===== src/verilog/alert_mask_map.vh =====
// Overview of operation
// - one mask command code; a set bit silences alert, status still records
// - output-voltage mask bits 7..1; 0 pulls the alert, 1 ignores
// - output-current mask bits 7..4; 0 pulls the alert, 1 ignores
// - input mask bits 7..3; 0 pulls the alert, 1 ignores the condition
// - temperature mask bits 7..4; 0 pulls the alert, 1 ignores the condition
// - comm/memory/logic mask bits 7..4,1,0; clear enables, set ignores
// - vendor-specific mask bits 7..4; 0 pulls the alert, 1 ignores
// - clear-faults empties latched status except still-present conditions; gone conditions release the alert
`ifndef ALERT_MASK_MAP_VH
`define ALERT_MASK_MAP_VH

// command codes
`define AM_MASK_CMD         8'h1B
`define AM_CLEAR_FAULTS_CMD 8'h03

// paired status codes, index 0 in the low byte
`define AM_CODE_VOUT        8'h7A
`define AM_CODE_IOUT        8'h7B
`define AM_CODE_INPUT       8'h7C
`define AM_CODE_TEMP        8'h7D
`define AM_CODE_COMM        8'h7E
`define AM_CODE_VENDOR      8'h80
`define AM_STATUS_CODES     48'h807E_7D7C_7B7A

// implemented mask bits per register
`define AM_IMPL_VOUT        8'hFE
`define AM_IMPL_IOUT        8'hF0
`define AM_IMPL_INPUT       8'hF8
`define AM_IMPL_TEMP        8'hF0
`define AM_IMPL_COMM        8'hF3
`define AM_IMPL_VENDOR      8'hF0
`define AM_IMPL_BITS        48'hF0F3_F0F8_F0FE

// mask reset value: every condition pulls the alert
`define AM_MASK_RESET       8'h00
`define AM_STATUS_RESET     8'h00

// register count and field layout
`define AM_NUM_REGS         6
`define AM_IDX_W            3

`endif


===== src/verilog/mask_status_slice.v =====
`timescale 1ns/1ps
`include "alert_mask_map.vh"

module mask_status_slice #(
   parameter [7:0] IMPL = 8'hFF
) (
   input  wire       clk,
   input  wire       rst,
   input  wire       write_en,
   input  wire [7:0] write_data,
   input  wire       clear,
   input  wire [7:0] condition,
   output reg  [7:0] mask,
   output reg  [7:0] status,
   output reg        alert
);

   wire [7:0] next_status;

   // set wins over a clear in the same cycle so no event is lost
   assign next_status = (status & {8{~clear}}) | (condition & IMPL);

   always @(posedge clk) begin
      if (rst) begin
         mask   <= `AM_MASK_RESET;
         status <= `AM_STATUS_RESET;
         alert  <= 1'b0;
      end else begin
         if (write_en) begin
            // unimplemented bits read back as zero
            mask <= write_data & IMPL;
         end
         status <= next_status;
         // 0 pulls the alert, 1 ignores; status still records it
         alert  <= |(next_status & ~mask & IMPL);
      end
   end

endmodule // mask_status_slice


===== src/verilog/alert_mask_logic.v =====
`timescale 1ns/1ps
`include "alert_mask_map.vh"

module alert_mask_logic (
   input  wire        SYS_CLK,
   input  wire        RST,
   input  wire        BYTE_VALID,
   input  wire        BYTE_START,
   input  wire [7:0]  BYTE_DATA,
   input  wire        READ_REQ,
   output reg  [7:0]  READ_DATA,
   output reg         READ_VALID,
   output reg         CODE_ERROR,
   input  wire [47:0] CONDITIONS,
   output wire [47:0] LATCHED_STATUS,
   output wire [47:0] MASKS,
   input  wire        ALERT_OUTPUT_PIN_I,
   output wire        ALERT_OUTPUT_PIN_O,
   output wire        ALERT_OUTPUT_PIN_OE_N,
   output reg         ALERT_LINE_SEEN,
   output wire        ALERT_ACTIVE
);

   // one-hot so each state test is a single flop
   localparam [3:0] S_IDLE   = 4'h1;
   localparam [3:0] S_CODE   = 4'h2;
   localparam [3:0] S_DATA   = 4'h4;
   localparam [3:0] S_IGNORE = 4'h8;

   localparam [47:0] impl_bits    = `AM_IMPL_BITS;

   reg  [3:0]            state;
   reg  [3:0]            next_state;
   reg  [`AM_IDX_W-1:0]  sel;
   reg  [`AM_IDX_W-1:0]  next_sel;
   reg                   sel_valid;
   reg                   next_sel_valid;
   reg                   write_pulse;
   reg                   clear_pulse;
   reg                   code_bad;
   reg  [`AM_IDX_W-1:0]  match_idx;
   reg                   match_any;
   reg  [7:0]            read_mux;
   reg  [5:0]            slice_write;
   reg                   pin_meta;
   reg                   pin_sync;
   integer               k;

   wire [5:0]            slice_alert;

   // code lookup and per-register slices
   genvar gi;
   generate
      for (gi = 0; gi < `AM_NUM_REGS; gi = gi + 1) begin : g_reg
         // each slice owns one mask and its status byte
         mask_status_slice #(
            .IMPL (impl_bits[8*gi+7:8*gi])
         ) u_slice (
            .clk        (SYS_CLK),
            .rst        (RST),
            .write_en   (slice_write[gi]),
            .write_data (BYTE_DATA),
            .clear      (clear_pulse),
            .condition  (CONDITIONS[8*gi+7:8*gi]),
            .mask       (MASKS[8*gi+7:8*gi]),
            .status     (LATCHED_STATUS[8*gi+7:8*gi]),
            .alert      (slice_alert[gi])
         );
      end
   endgenerate

   // status code to register index; unknown codes clear match_any
   always @* begin
      match_idx = 3'h0;
      match_any = 1'b1;
      if (BYTE_DATA == `AM_CODE_VOUT) begin
         match_idx = 3'h0;
      end else if (BYTE_DATA == `AM_CODE_IOUT) begin
         match_idx = 3'h1;
      end else if (BYTE_DATA == `AM_CODE_INPUT) begin
         match_idx = 3'h2;
      end else if (BYTE_DATA == `AM_CODE_TEMP) begin
         match_idx = 3'h3;
      end else if (BYTE_DATA == `AM_CODE_COMM) begin
         match_idx = 3'h4;
      end else if (BYTE_DATA == `AM_CODE_VENDOR) begin
         match_idx = 3'h5;
      end else begin
         match_any = 1'b0;
      end
   end

   // one write strobe, to the selected slice only
   always @* begin
      slice_write = 6'h00;
      for (k = 0; k < `AM_NUM_REGS; k = k + 1) begin
         if (write_pulse && sel == k[`AM_IDX_W-1:0]) begin
            slice_write[k] = 1'b1;
         end
      end
   end

   // command byte, then status code, then mask byte
   always @* begin
      next_state     = state;
      next_sel       = sel;
      next_sel_valid = sel_valid;
      write_pulse    = 1'b0;
      clear_pulse    = 1'b0;
      code_bad       = 1'b0;
      if (BYTE_VALID && BYTE_START) begin
         // a new command always restarts the sequence
         if (BYTE_DATA == `AM_MASK_CMD) begin
            next_state = S_CODE;
         end else if (BYTE_DATA == `AM_CLEAR_FAULTS_CMD) begin
            // clear reaches every slice in the same cycle
            clear_pulse = 1'b1;
            next_state  = S_IGNORE;
         end else begin
            next_state = S_IGNORE;
         end
      end else if (BYTE_VALID) begin
         case (state)
            S_CODE: begin
               if (match_any) begin
                  next_sel       = match_idx;
                  next_sel_valid = 1'b1;
                  next_state     = S_DATA;
               end else begin
                  // a bad code drops the selection so reads return zero
                  next_sel_valid = 1'b0;
                  code_bad       = 1'b1;
                  next_state     = S_IGNORE;
               end
            end
            S_DATA: begin
               // one mask byte per command; later bytes are surplus
               write_pulse = 1'b1;
               next_state  = S_IGNORE;
            end
            S_IDLE: begin
               next_state = S_IDLE;
            end
            S_IGNORE: begin
               // surplus bytes of a packet are dropped
               next_state = S_IGNORE;
            end
            default: begin
               // an illegal state code recovers to idle
               next_state = S_IDLE;
            end
         endcase
      end
   end

   // error is a one-cycle pulse, never sticky
   always @(posedge SYS_CLK) begin
      if (RST) begin
         state      <= S_IDLE;
         sel        <= {`AM_IDX_W{1'b0}};
         sel_valid  <= 1'b0;
         CODE_ERROR <= 1'b0;
      end else begin
         state      <= next_state;
         sel        <= next_sel;
         sel_valid  <= next_sel_valid;
         CODE_ERROR <= code_bad;
      end
   end

   // read back the mask picked by the last status code
   always @* begin
      if (!sel_valid) begin
         read_mux = 8'h00;
      end else if (sel == 3'h0) begin
         read_mux = MASKS[7:0];
      end else if (sel == 3'h1) begin
         read_mux = MASKS[15:8];
      end else if (sel == 3'h2) begin
         read_mux = MASKS[23:16];
      end else if (sel == 3'h3) begin
         read_mux = MASKS[31:24];
      end else if (sel == 3'h4) begin
         read_mux = MASKS[39:32];
      end else if (sel == 3'h5) begin
         read_mux = MASKS[47:40];
      end else begin
         read_mux = 8'h00;
      end
   end

   // data holds until the next read, for a slow host
   always @(posedge SYS_CLK) begin
      if (RST) begin
         READ_DATA  <= 8'h00;
         READ_VALID <= 1'b0;
      end else begin
         READ_VALID <= READ_REQ;
         if (READ_REQ) begin
            READ_DATA <= read_mux;
         end
      end
   end

   // open drain: only ever pulls low, enable low while pulling
   assign ALERT_ACTIVE          = |slice_alert;
   // never drives high; the shared line has a pull-up
   assign ALERT_OUTPUT_PIN_O    = 1'b0;
   assign ALERT_OUTPUT_PIN_OE_N = ~ALERT_ACTIVE;

   // shared line may be pulled by other devices, so sense it
   always @(posedge SYS_CLK) begin
      if (RST) begin
         pin_meta        <= 1'b1;
         pin_sync        <= 1'b1;
         ALERT_LINE_SEEN <= 1'b0;
      end else begin
         pin_meta        <= ALERT_OUTPUT_PIN_I;
         pin_sync        <= pin_meta;
         ALERT_LINE_SEEN <= ~pin_sync;
      end
   end

endmodule // alert_mask_logic


===== config.mk =====
export PLATFORM = sky130hd
export DESIGN_NAME = alert_mask_logic
export DESIGN_NICKNAME = d
export VERILOG_FILES = /design/src/verilog/mask_status_slice.v /design/src/verilog/alert_mask_logic.v
export VERILOG_INCLUDE_DIRS = /design/src /design/src/verilog
export SDC_FILE = /design/constraint.sdc
export NUM_CORES = 1
export LEC_CHECK = 0
export ABC_AREA = 1
export BUFFER_PORTS_ARGS = -buffer_cell sky130_fd_sc_hd__clkbuf_2
export CAP_MARGIN = 20
export CORE_MARGIN = 2
export CORE_UTILIZATION = 49
export CTS_CLUSTER_DIAMETER = 100
export DETAILED_ROUTE_END_ITERATION = 8
export PLACE_DENSITY_LB_ADDON = 0.2
export SYNTH_ARGS = -nofsm -noshare
export SYNTH_HDL_FRONTEND = slang
export SYNTH_SLANG_ARGS = --single-unit

===== constraint.sdc =====
create_clock -name SYS_CLK -period 1.55 [get_ports SYS_CLK]
set_input_delay 0.0775 -clock SYS_CLK [delete_from_list [all_inputs] [get_ports SYS_CLK]]
set_output_delay 0.0775 -clock SYS_CLK [all_outputs]
set_load 0.005 [all_outputs]

-- Word level (Yosys, flattened, before mapping)
Index checks and enable logic that the tools add are counted.
Widths: inputs -> output; s select.
- bits in registers: 105
- input port bits: 62
- output and inout port bits: 110
- logic and storage cells: 131
- equal/unequal tests: 16
- mux-type cells: 38
- bitwise gates (word level): 30
- reductions and logical operators: 20
- operators by type and width (operator ; number):
    $and 8x8->8 ; 12
    $mux 8 ; 7
    $not 8->8 ; 6
    $or 8x8->8 ; 6
    $eq 8x7->1 const B ; 5
    $mux 1 ; 20
    $mux 3 ; 6
    $mux 4 ; 4
    $reduce_or 4->1 ; 4
    $reduce_or 6->1 ; 2
    $eq 8x2->1 const B ; 1
    $eq 8x5->1 const B ; 1
    $eq 8x8->1 const B ; 1
    $pmux 4 s2 ; 1
    $logic_and 1x1->1 ; 7
    $reduce_or 7->1 ; 1
    $eq 3x2->1 const B ; 2
    $eq 3x3->1 const B ; 2
    $not 1->1 ; 6
    $reduce_or 5->1 ; 1
    $eq 4x2->1 const B ; 1
    $eq 4x3->1 const B ; 1
    $eq 4x4->1 const B ; 1
    $reduce_and 4->1 ; 1
    5 further kinds ; 5

-- Depth between registers and ports, before layout
Gate-level depths: netlist of run 1.
- depth in word-level cells: 11
- gate-level depth with buffers: 12
- depth with buffers taken out: 10

-- Cells and area by module
Synthesis of run 1 repeated with hierarchy kept, for this count alone.
- cell total of the unflattened synthesis: 680
- area total of the unflattened synthesis: 4774.6 µm²
- by module, submodules not included (module ; times used ; cells an instance ; area each (µm²) ; sequential area each (µm²)):
    alert_mask_logic ; 1 ; 249 ; 1526.5 ; 420.4
    mask_status_slice at g_reg[1].u_slice ... ; 3 ; 65 ; 498.0 ; 260.2
    mask_status_slice at g_reg[0].u_slice ; 1 ; 85 ; 626.9 ; 320.3
    mask_status_slice at g_reg[4].u_slice ; 1 ; 80 ; 588.1 ; 300.3
    mask_status_slice at g_reg[2].u_slice ; 1 ; 71 ; 539.3 ; 280.3

-- Worst setup path before layout of run 1
OpenSTA, ideal clock, no wires.
- path kind: register to register
- start: reg state[3]
- end: reg g_reg[0].u_slice.mask[7]
- arrival time: 1.231 ns
- path slack: 0.192 ns
- stages on the path, launching flop included: 8
- buffers on the path: 1
- cell sequence: dfxtp_1 > inv_1 > nand4_1 > nor3_4 > nand2_1 > clkbuf_1 > o21ai_0 > a21oi_1
- longest elaborated chain between the ends: 6
- RTL lines (item ; line ; RTL):
    from (decl) ; alert_mask_logic.v:32 ; reg [3:0] state;
    from (signal assigned) ; alert_mask_logic.v:164 ; state <= next_state;
    $eq 4x3->1 ; alert_mask_logic.v:123 ; case (state)
    $mux 1 ; alert_mask_logic.v:123 ;
    $mux 1 ; alert_mask_logic.v:122 ; end else if (BYTE_VALID) begin
    $mux 1 ; alert_mask_logic.v:111 ; if (BYTE_VALID && BYTE_START) begin
    $logic_and 1x1->1 ; alert_mask_logic.v:97 ; if (write_pulse && sel == k[`AM_IDX_W-1:0]) begin
    $mux 1 ; alert_mask_logic.v:97 ;
    to (signal assigned) ; mask_status_slice.v:25 ; mask <= `AM_MASK_RESET;
    to (signal assigned) ; mask_status_slice.v:31 ; mask <= write_data & IMPL;
    to (decl) ; mask_status_slice.v:13 ; output reg [7:0] mask,
No other way between the ends.
A chain may end at the register's enable or synchronous reset.

-- Final worst setup path of run 1
- start: reg state[1]
- end: reg g_reg[0].u_slice.mask[2]
Same word-level chain as after synthesis.

==> results of run 1 <==
[cells in the mapped netlist, types with 2 or more instances]
| cell | n |
|---|---|
| o22ai_1 | 4 |
| clkinv_1 | 2 |
| a32oi_1 | 2 |
| or2_2 | 2 |
| and2_1 | 3 |
| clkbuf_1 | 12 |
| buf_2 | 5 |
| nor2_2 | 2 |
| nand3_1 | 11 |
| nor2_1 | 51 |
| a21oi_1 | 75 |
| inv_2 | 2 |
| nor3_2 | 3 |
| dfxtp_1 | 105 |
| nor3_1 | 2 |
| buf_6 | 2 |
| nand2_1 | 156 |
| o21ai_0 | 43 |
| inv_1 | 87 |
| buf_4 | 19 |
| nand4_1 | 8 |
[logic make-up after synthesis]
| family | count (synthesis) |
|---|---|
| other cells | 1 |
| simple gates | 243 |
| compound gates | 131 |
| flops | 105 |
| buf+inv | 129 |
[cell type report]
class / count / area [um^2] / area share (%)
Sequential cell: 105 / 2100 / 37.1
Multi-Input combinational cell: 393 / 1800 / 31.7
Timing Repair Buffer: 177 / 1100 / 19.3
Inverter: 91 / 342 / 6.02
Clock buffer: 13 / 159 / 2.80
Tap cell: 108 / 135 / 2.38
Clock inverter: 2 / 37.5 / 0.662
[repair_timing]
item | in CTS | in global routing
pin swaps | 1 | 1
buffers inserted | 1 | 0
hold buffers | 30 | 0
gates resized for setup | 0 | 16
endpoints found under the hold margin | 30 | 0
endpoints found under the setup margin | 7 | 33
[report_power, final]
| group | internal [W] | switching (W) |
|---|---|---|
| Clock | 0.000829 | 0.000877 |
| Sequential | 0.00277 | 0.0000326 |
| Combinational | 0.000219 | 0.000267 |
| Total | 0.00382 | 0.00118 |
[worst min path at each step]
stage / start / endpoint / slack (ns) / depth (start not counted)
6_report: BYTE_VALID / state[0]$_SDFFE_PP1P_ / -0.003 / 3
5_1_grt: BYTE_VALID / state[0]$_SDFFE_PP1P_ / 0.04 / 3
4_1_cts: BYTE_VALID / state[0]$_SDFFE_PP1P_ / 0.0006 / 3
3_5_place_dp: ALERT_OUTPUT_PIN_I / pin_meta$_SDFF_PP1_ / 0.27 / 2
3_3_place_gp: ALERT_OUTPUT_PIN_I / pin_meta$_SDFF_PP1_ / 0.26 / 2
2_1_floorplan: ALERT_OUTPUT_PIN_I / pin_meta$_SDFF_PP1_ / 0.18 / 1
[worst min-delay path, cell delays in order]
cell	delay (ns)
clkbuf_2	0.12
o21ai_0	0.08
nand2_1	0.05
[routing by layer]
layer	track usage (%)	vias up
met5	0	-
met4	7.27	0
met3	5.25	13
met2	42.8	132
met1	28.5	1855
li1	-	2214
[registers in the layout, indices dropped and copies added (netlist names), 3 cells and up]
name,count
READ_DATA,8
g.u_slice.alert,6
g.u_slice.mask,30
g.u_slice.status,48
sel,3
state,4
[stage by stage]
| stage | hold WS, ns | TNS [ns] | setup WS [ns] | util [%] |
|---|---|---|---|---|
| after floorplan | 0.181 | 0 | 0.192 | - |
| after global placement | 0.264 | 0 | 0.0362 | 59.0 |
| after detailed placement | 0.265 | -0.120 | -0.0258 | 59.0 |
| after CTS | 0.000614 | 0 | 0.0175 | 64.7 |
| after global routing | 0.0382 | -0.000819 | -0.000819 | 65.1 |
| final | -0.00257 | 0 | 0.107 | 65.1 |
==> impl_metrics.tcl, run 1 <==
set metrics [dict create \
    routed_wl_mm 11.6 \
    cp_num_cells 8 \
    hold_class "in2reg" \
    io-pin-count 172 \
    hold_ws_ns -0.00257 \
    yosys.area_share.adder_pct 0 \
    synth_ff_type "dfxtp_1" \
    wl_per_cell_um 13.0 \
    drc 0 \
    regToRegSetupSlack_ns 0.11 \
    fin_skew_ns 0.00944 \
    clk_path_buf_depth 2 \
    place_congestion 0.902 \
    finalNetCount 839 \
    synth_edf_count 0 \
    synth_compound_area_share_pct 15.7 \
    die-area_um2 9730 \
    fillerInstances 789 \
    period_share_pct 93.1 \
    core_um2 8720 \
    vias 4214 \
    drt-initial-drc-count 193 \
    power_density_nw_per_um2 880 \
    die-height_um 98.6 \
    route.met2.wl_mm 5.81 \
    netlist.area_leader.share_pct 47.9 \
    path_buf_inv 3 \
    grt_max_degree 55 \
    cts.sinks 105 \
    ir_drop_mv 0.596 \
    ant_nets 0 \
    fp-row-count 34 \
    place_inst 843 \
    avgSynthCellArea_um2 7.21 \
    rr_startpoint "state[1]$_SDFFE_PP0P_" \
    cp_max_fo 14 \
    clk_pin_slew_ns 0.09 \
    timing_hold_violations_final 1 \
    arrival_ns 1.70 \
    layout_common_cells "nand2_1, clkbuf_2, dfxtp_1, inv_1, a21oi_1" \
    vias_per_cell 4.74 \
    diodes 0 \
    synth_mux_area_share_pct 0 \
    dr_wl_met3_um 781 \
    syn_area_um2 4390 \
    rr_worst_depth 8 \
    grt_pass1_vias 4028 \
    ys_top_cells_by_area "dfxtp_1, nand2_1, a21oi_1" \
    synth_xor_area_share_pct 0 \
    total_power_w 0.00499 \
    placed_cell_area_um2 5140 \
    netlist.top_cell.by_area "dfxtp_1" \
    outcome "finished, violations left" \
    max_freq_mhz 693 \
    gr-total-overflow 0 \
    grt_pass1_wl_mm 18.8 \
    drt-met1-wl_mm 4.87 \
    yosys.area_share.simple_pct 23.2 \
    crit_path_start "state[1]$_SDFFE_PP0P_" \
    synth_cell_types 34 \
    cts_tree "done" \
    finalInstanceArea_um2 5670 \
    max_stage_delay_ns 0.32 \
    netlist_instances 609 \
    worst_setup_path_end_kind "flop" \
    cp_slowest_cell "dfxtp_1" \
    cp.required_ns 1.80 \
    critPathLaunchType "flop" \
    finalSetupViolCount 0 \
    finalCriticalPeriod_ns 1.44 \
    cap_viol_max_count 0 \
    ys_seq_area_share_pct 47.9 \
    synthArstFlopShare_pct 0 \
    cts_root_buf "clkbuf_8" \
    grt_antenna_before_repair 0 \
    highest_layer "met4" \
    worstSetupEndpoint "g_reg[0].u_slice.mask[2]$_SDFFE_PP0P_" \
    initial_core_util_pct 50.3 \
    grt_usage_pct 23.9 \
    synth_top_family_by_area "simple AND/OR/NAND/NOR gates" \
    drive_gt1_share_pct 22.8 \
    cp_top_family "buffers and inverters" \
    yosys_warnings 0 \
    first_pass_iters 5 \
    clk_latency_ns 0.37 \
    r2r_end "g_reg[0].u_slice.mask[2]$_SDFFE_PP0P_" \
    p_leak_nw 2.86 \
    crit_chain "inv_1 > nand4_1 > nor3_4 > buf_6 > nand2_1 > buf_4 > o21ai_0 > a21oi_1" \
    fp.dieW_um 98.6 \
    layout_commonest_cell "nand2_1" \
    dp_hpwl_mm 8.56 \
    critical_path_class "reg2reg" \
    area_delta_synth_final_pct 29.3 \
    ctsHtreeMaxLevel 3 \
    layoutNonFillerInstCount 889 \
    ys_ff_latch 105 \
    cts_inserted_buffers 9 \
    slew_violations 0 \
    io_buffers 134 \
    violations "hold timing" \
]
Note: power is estimated with default switching activity, not from simulation.
==> run 2: changes to the inputs <==
==> constraint.sdc (replaced) <==
create_clock -name SYS_CLK -period 1.6 [get_ports SYS_CLK]
set_input_delay 0.08 -clock SYS_CLK [delete_from_list [all_inputs] [get_ports SYS_CLK]]
set_output_delay 0.08 -clock SYS_CLK [all_outputs]
set_load 0.005 [all_outputs]
==> run 2 against run 1 <==
The run now ends clean; register-to-register slack hardly changed; largest power group unchanged; clock power increased by 5%; first-iteration DRC count up 8.3%; hold slack gained 0.014 ns; maximum frequency is 2.4% lower; critical path depth did not move; critical endpoint is now READ_DATA[6]$_SDFFE_PP0P_.
==> impl_metrics.tcl, run 2 (same netlist as run 1, synthesis figures left out) <==
set metrics [dict create \
    wl_per_cell_um 12.9 \
    cap_viol_max_count 0 \
    timing_hold_violations_final 0 \
    dp_hpwl_mm 8.61 \
    grt_pass1_vias 4017 \
    cp_max_fo 5 \
    fin_skew_ns 0.00895 \
    top_regs "g.u_slice.status x48, g.u_slice.mask x30, READ_DATA x8" \
    cts_root_buf "clkbuf_8" \
    vias_per_cell 4.75 \
    die-area_um2 9730 \
    r2r_end "READ_DATA[6]$_SDFFE_PP0P_" \
    ir_drop_mv 0.459 \
    ctsHtreeMaxLevel 3 \
    ant_nets 0 \
    cts_inserted_buffers 9 \
    path_common_cell "nand3_1" \
    drc 0 \
    p_leak_nw 2.89 \
    cp.required_ns 1.86 \
    grt_usage_pct 24.1 \
    drive_gt1_share_pct 23.2 \
    setup_tns_ns 0 \
    clk_path_buf_depth 2 \
    finalInstanceArea_um2 5750 \
    arrival_ns 1.74 \
    path_buf_inv 2 \
    min-delay-start "CONDITIONS[22]" \
    vias 4257 \
    fillerInstances 771 \
    fp.dieW_um 98.6 \
    outcome "finished, final reports clean" \
    slew_violations 0 \
    place_congestion 0.886 \
    fp-row-count 34 \
    period_share_pct 92.5 \
    cp_slowest_cell "dfxtp_1" \
    rsz0062_at_grt "no" \
    layoutNonFillerInstCount 896 \
    finalSetupViolCount 0 \
    hold_class "in2reg" \
    max_freq_mhz 676 \
    gr-total-overflow 0 \
    crit_chain "inv_1 > nand3_1 > buf_4 > nor2_1 > o22ai_1 > nand3_1 > nand2_1 > a21oi_1" \
    area_delta_synth_final_pct 31.0 \
    clk_latency_ns 0.37 \
    layout_common_cells "nand2_1, clkbuf_2, dfxtp_1, inv_1, a21oi_1" \
    worst_setup_path_end_kind "flop" \
    cp_top_family "flip-flops" \
    core_um2 8720 \
    routed_wl_mm 11.6 \
    layout_commonest_cell "nand2_1" \
    grt_antenna_before_repair 0 \
    clk_pin_slew_ns 0.10 \
    max_stage_delay_ns 0.46 \
    grt_max_degree 55 \
    drt-initial-drc-count 209 \
    regToRegSetupSlack_ns 0.12 \
    critical_path_class "reg2reg" \
    post-route-util_pct 65.9 \
    crit_path_start "sel[0]$_SDFFE_PP0P_" \
    placed_cell_area_um2 5180 \
    finalNetCount 845 \
    critPathLaunchType "flop" \
    regMostFlops "g.u_slice.status" \
    io-pin-count 172 \
    die-height_um 98.6 \
    largest_reg_flops 48 \
    cts_tree "done" \
    initial_core_util_pct 50.3 \
    power_density_nw_per_um2 868 \
    rr_startpoint "sel[0]$_SDFFE_PP0P_" \
    place_inst 848 \
    diodes 0 \
    cts.sinks 105 \
    worstSetupEndpoint "READ_DATA[6]$_SDFFE_PP0P_" \
    finalCriticalPeriod_ns 1.48 \
    grt_pass1_wl_mm 18.8 \
    rr_worst_depth 8 \
    first_pass_iters 5 \
    io_buffers 134 \
    cp_num_cells 8 \
]
[run 2: report_power, final]
| group | leakage [nW] | internal, W | switching (W) |
|---|---|---|---|
| logic | 1.93 | 0.000218 | 0.000261 |
| registers | 0.859 | 0.00268 | 0.0000322 |
| clock network | 0.107 | 0.000888 | 0.000911 |
[run 2: how the worst min path moves through the flow]
stage	to	slack, ns	depth (start not counted)
floorplan	pin_meta$_SDFF_PP1_	0.18	1
detailed placement	pin_meta$_SDFF_PP1_	0.27	2
global route	g_reg[2].u_slice.status[6]$_SDFF_PP0_	0.02	5
finish	g_reg[2].u_slice.status[6]$_SDFF_PP0_	0.01	5
global placement	pin_meta$_SDFF_PP1_	0.27	2
CTS	g_reg[2].u_slice.status[6]$_SDFF_PP0_	0.003	5
[run 2: metrics by stage]
step	worst slack, ns	total power, W	hold slack (ns)
3_3_place_gp	0.119	0.00317	0.267
6_report	0.120	0.00499	0.0112
5_1_grt	0.0109	0.00522	0.0170
4_1_cts	0.0514	0.00502	0.00347
2_1_floorplan	0.242	0.00303	0.184
3_5_place_dp	0.00274	0.00319	0.274
[run 2: layout make-up]
cell class	count	area, um^2	area share (%)
Sequential cell	105	2100	36.6
Multi-Input combinational cell	393	1800	31.3
Timing Repair Buffer	183	1150	20.1
Inverter	91	342	5.94
Tap cell	108	135	2.35
Clock buffer	10	128	2.22
Clock inverter	6	90.1	1.57
[run 2: timing repair]
item | CTS | global route
cloned | 0 | 0
pin swaps | 1 | 3
buffers inserted | 1 | 0
endpoints found under the hold margin | 31 | 0
gates resized for setup | 0 | 13
hold buffers | 31 | 0
setup endpoints to repair | 1 | 21
[run 2: tightest hold or removal path: cells and delay by family]
family / cells / cell delay, ns
AND/OR/NAND/NOR: 2 / 0.08
buffers and inverters: 3 / 0.18
[run 2: per-layer routing]
metal / vias up / global-route usage [%] / share of wire (%)
met2: 150 / 40.7 / 48
met5: - / 0 / 0
li1: 2227 / - / -
met4: 0 / 6.74 / 2.3
met1: 1858 / 29.5 / 42
met3: 22 / 7.87 / 7.5
==> run 3: changes to the inputs <==
--- a/config.mk
+++ b/config.mk
@@ -10,10 +10,11 @@
 export BUFFER_PORTS_ARGS = -buffer_cell sky130_fd_sc_hd__clkbuf_2
 export CAP_MARGIN = 20
 export CORE_MARGIN = 2
-export CORE_UTILIZATION = 49
+export CORE_UTILIZATION = 50
 export CTS_CLUSTER_DIAMETER = 100
 export DETAILED_ROUTE_END_ITERATION = 8
 export PLACE_DENSITY_LB_ADDON = 0.2
 export SYNTH_ARGS = -nofsm -noshare
 export SYNTH_HDL_FRONTEND = slang
+export SYNTH_HIERARCHICAL = 1
 export SYNTH_SLANG_ARGS = --single-unit
==> run 3 against run 2 <==
Synthesized cell count grew 12%; maximum frequency shrank 7.5%; via count grew 15%; clock skew grew 0.0054 ns; final cell count grew 14%.
==> impl_metrics.tcl, run 3 <==
set metrics [dict create \
    layout_common_cells "nand2_1, clkbuf_2, dfxtp_1, inv_1, nor2_1" \
    dp_hpwl_mm 10.3 \
    cap_viol_max_count 0 \
    gr-total-overflow 0 \
    layoutNonFillerInstCount 1017 \
    fillerInstances 804 \
    yosys_warnings 6 \
    max_freq_mhz 625 \
    critical_path_class "reg2reg" \
    core_um2 9240 \
    outcome "finished, final reports clean" \
    vias_per_cell 4.80 \
    grt_max_degree 47 \
    place_inst 964 \
    fin_skew_ns 0.0143 \
    path_buf_inv 3 \
    place_congestion 0.853 \
    io_buffers 134 \
    routed_wl_mm 14.1 \
    setup_tns_ns 0 \
    cts_tree "done" \
    rsz0062_at_grt "yes" \
    fp-row-count 35 \
    arrival_ns 1.88 \
    area_delta_synth_final_pct 33.8 \
    synth_edf_count 0 \
    ff_latch_area_um2 2110 \
    ir_drop_mv 0.515 \
    grt_usage_pct 26.3 \
    multi_input_area_um2 2140 \
    top_regs "g.u_slice/status x48, g.u_slice/mask x30, READ_DATA x8" \
    period_share_pct 99.9 \
    ys_ff_latch 105 \
    cts_root_buf "clkbuf_8" \
    layout_commonest_cell "nand2_1" \
    yosysMostFrequentCell "nand2_1" \
    fp.dieW_um 102 \
    timing_hold_violations_final 0 \
    avgSynthCellArea_um2 7.02 \
    ant_nets 0 \
    cp_top_family "simple AND/OR/NAND/NOR gates" \
    grt_pass1_vias 4452 \
    grt_antenna_before_repair 0 \
    wl_per_cell_um 13.8 \
    synth_commonest_cells "nand2_1, dfxtp_1, inv_1" \
    initial_core_util_pct 51.7 \
    diodes 0 \
    vias 4885 \
    max_stage_delay_ns 0.34 \
    regMostFlops "g.u_slice/status" \
    finalCriticalPeriod_ns 1.60 \
    die-height_um 102 \
    synth_cell_types 31 \
    synthArstFlopShare_pct 0 \
    largest_reg_flops 48 \
    netlist_instances 680 \
    drc 0 \
    finalNetCount 945 \
    power_density_nw_per_um2 759 \
    clk_latency_ns 0.38 \
    slew_violations 0 \
    ys_seq_area_share_pct 44.0 \
    ys_top_cells_by_area "dfxtp_1, nand2_1, inv_1" \
    finalSetupViolCount 0 \
    die-area_um2 10300 \
    drt-initial-drc-count 171 \
    cp.required_ns 1.88 \
    clk_pin_slew_ns 0.10 \
    io-pin-count 172 \
    hold_class "in2reg" \
    worst_setup_path_end_kind "flop" \
    post-route-util_pct 69.2 \
    netlist.area_leader.share_pct 44.0 \
    cp_slowest_cell "dfxtp_2" \
    drive_gt1_share_pct 29.4 \
    critPathLaunchType "flop" \
    p_leak_nw 3.17 \
    total_power_w 0.00485 \
    cp_max_fo 6 \
    syn_area_um2 4770 \
    cts_inserted_buffers 9 \
    synth_ff_type "dfxtp_1" \
    ctsHtreeMaxLevel 3 \
    first_pass_iters 4 \
    clk_path_buf_depth 2 \
    crit_chain "inv_2 > nand4_1 > or2_4 > buf_6 > nor2_4 > clkinvlp_4 > a211oi_2" \
    grt_pass1_wl_mm 21.3 \
    netlist.top_cell.by_area "dfxtp_1" \
    cts.sinks 105 \
]
run 3: cell types whose count changed in the layout (fill, tap and decap cells not counted), sizes merged, moves of 20 or more:
cell / previous run / this run
a211oi: 0 / 29
buf: 18 / 51
nand2: 156 / 183
nand3: 12 / 32
nor2: 53 / 81
o21ai: 44 / 10
run 3: where the power goes:
| group | switching, W | total [W] | internal [W] |
|---|---|---|---|
| registers | 0.0000343 | 0.00272 | 0.00268 |
| clock network | 0.000996 | 0.00161 | 0.000616 |
| logic | 0.000278 | 0.000519 | 0.000241 |
run 3: through the flow:
stage	setup slack [ns]	cell area, um^2	hold slack, ns
6_report	0.00110	6390	0.00560
5_1_grt	-0.0712	6390	0.0120
4_1_cts	0.00500	6270	0.00337
3_5_place_dp	-0.197	5730	0.274
3_3_place_gp	-0.215	5730	0.265
2_1_floorplan	0.0714	4830	0.158
run 3: layer usage:
metal	track usage (%)	share of wire, %	wire length (um)
met4	9.25	2.1	289
met1	33.9	44	6250
met2	44.7	49	6910
met3	4.28	4.3	606
met5	0	0	0
run 3: final timing paths:
kind	endpoint	cells after the start	from	slack, ns
max	g_reg[0].u_slice/mask[4]$_SDFFE_PP0P_	7	state[0]$_SDFFE_PP1P_	0.001
min	g_reg[0].u_slice/mask[2]$_SDFFE_PP0P_	3	BYTE_DATA[2]	0.006
max reg2reg	g_reg[0].u_slice/mask[4]$_SDFFE_PP0P_	7	state[0]$_SDFFE_PP1P_	0.001
min reg2reg	ALERT_LINE_SEEN$_SDFF_PP0_	1	pin_sync$_SDFF_PP1_	0.39
run 3: layout make-up:
| type | instances | share of cell area, % |
|---|---|---|
| well taps | 129 | 2.53 |
| repair buffers | 215 | 21.6 |
| clock buffers | 10 | 2.00 |
| flip-flops and latches | 105 | 33.0 |
| clock inverters | 6 | 1.06 |
| inverters | 105 | 6.25 |
| repair inverters | 1 | 0.117 |
| multi-input cells | 446 | 33.5 |
run 3: cell families (layout without fill, tap and decap cells):
kind of cell | count (synthesis) | count (layout) | synth area share, %
compound gates | 97 | 97 | 11.8
buf+inv | 141 | 337 | 14.2
flops | 105 | 105 | 44.0
other cells | 7 | 19 | 0.550
simple gates | 330 | 330 | 29.4
run 3: worst min-delay path, delay by kind of cell:
family,cells,cell delay (ns)
AOI/OAI and AO/OA,1,0.05
buffers and inverters,1,0.12
and+or+nand+nor,1,0.08
run 3: repair_timing:
action,in CTS,in global routing
setup endpoints to repair,26,34
resized for setup,5,31
pin swaps,4,5
hold endpoints to repair,31,0
hold buffers,31,0
cloned,0,1
buffers inserted,2,3
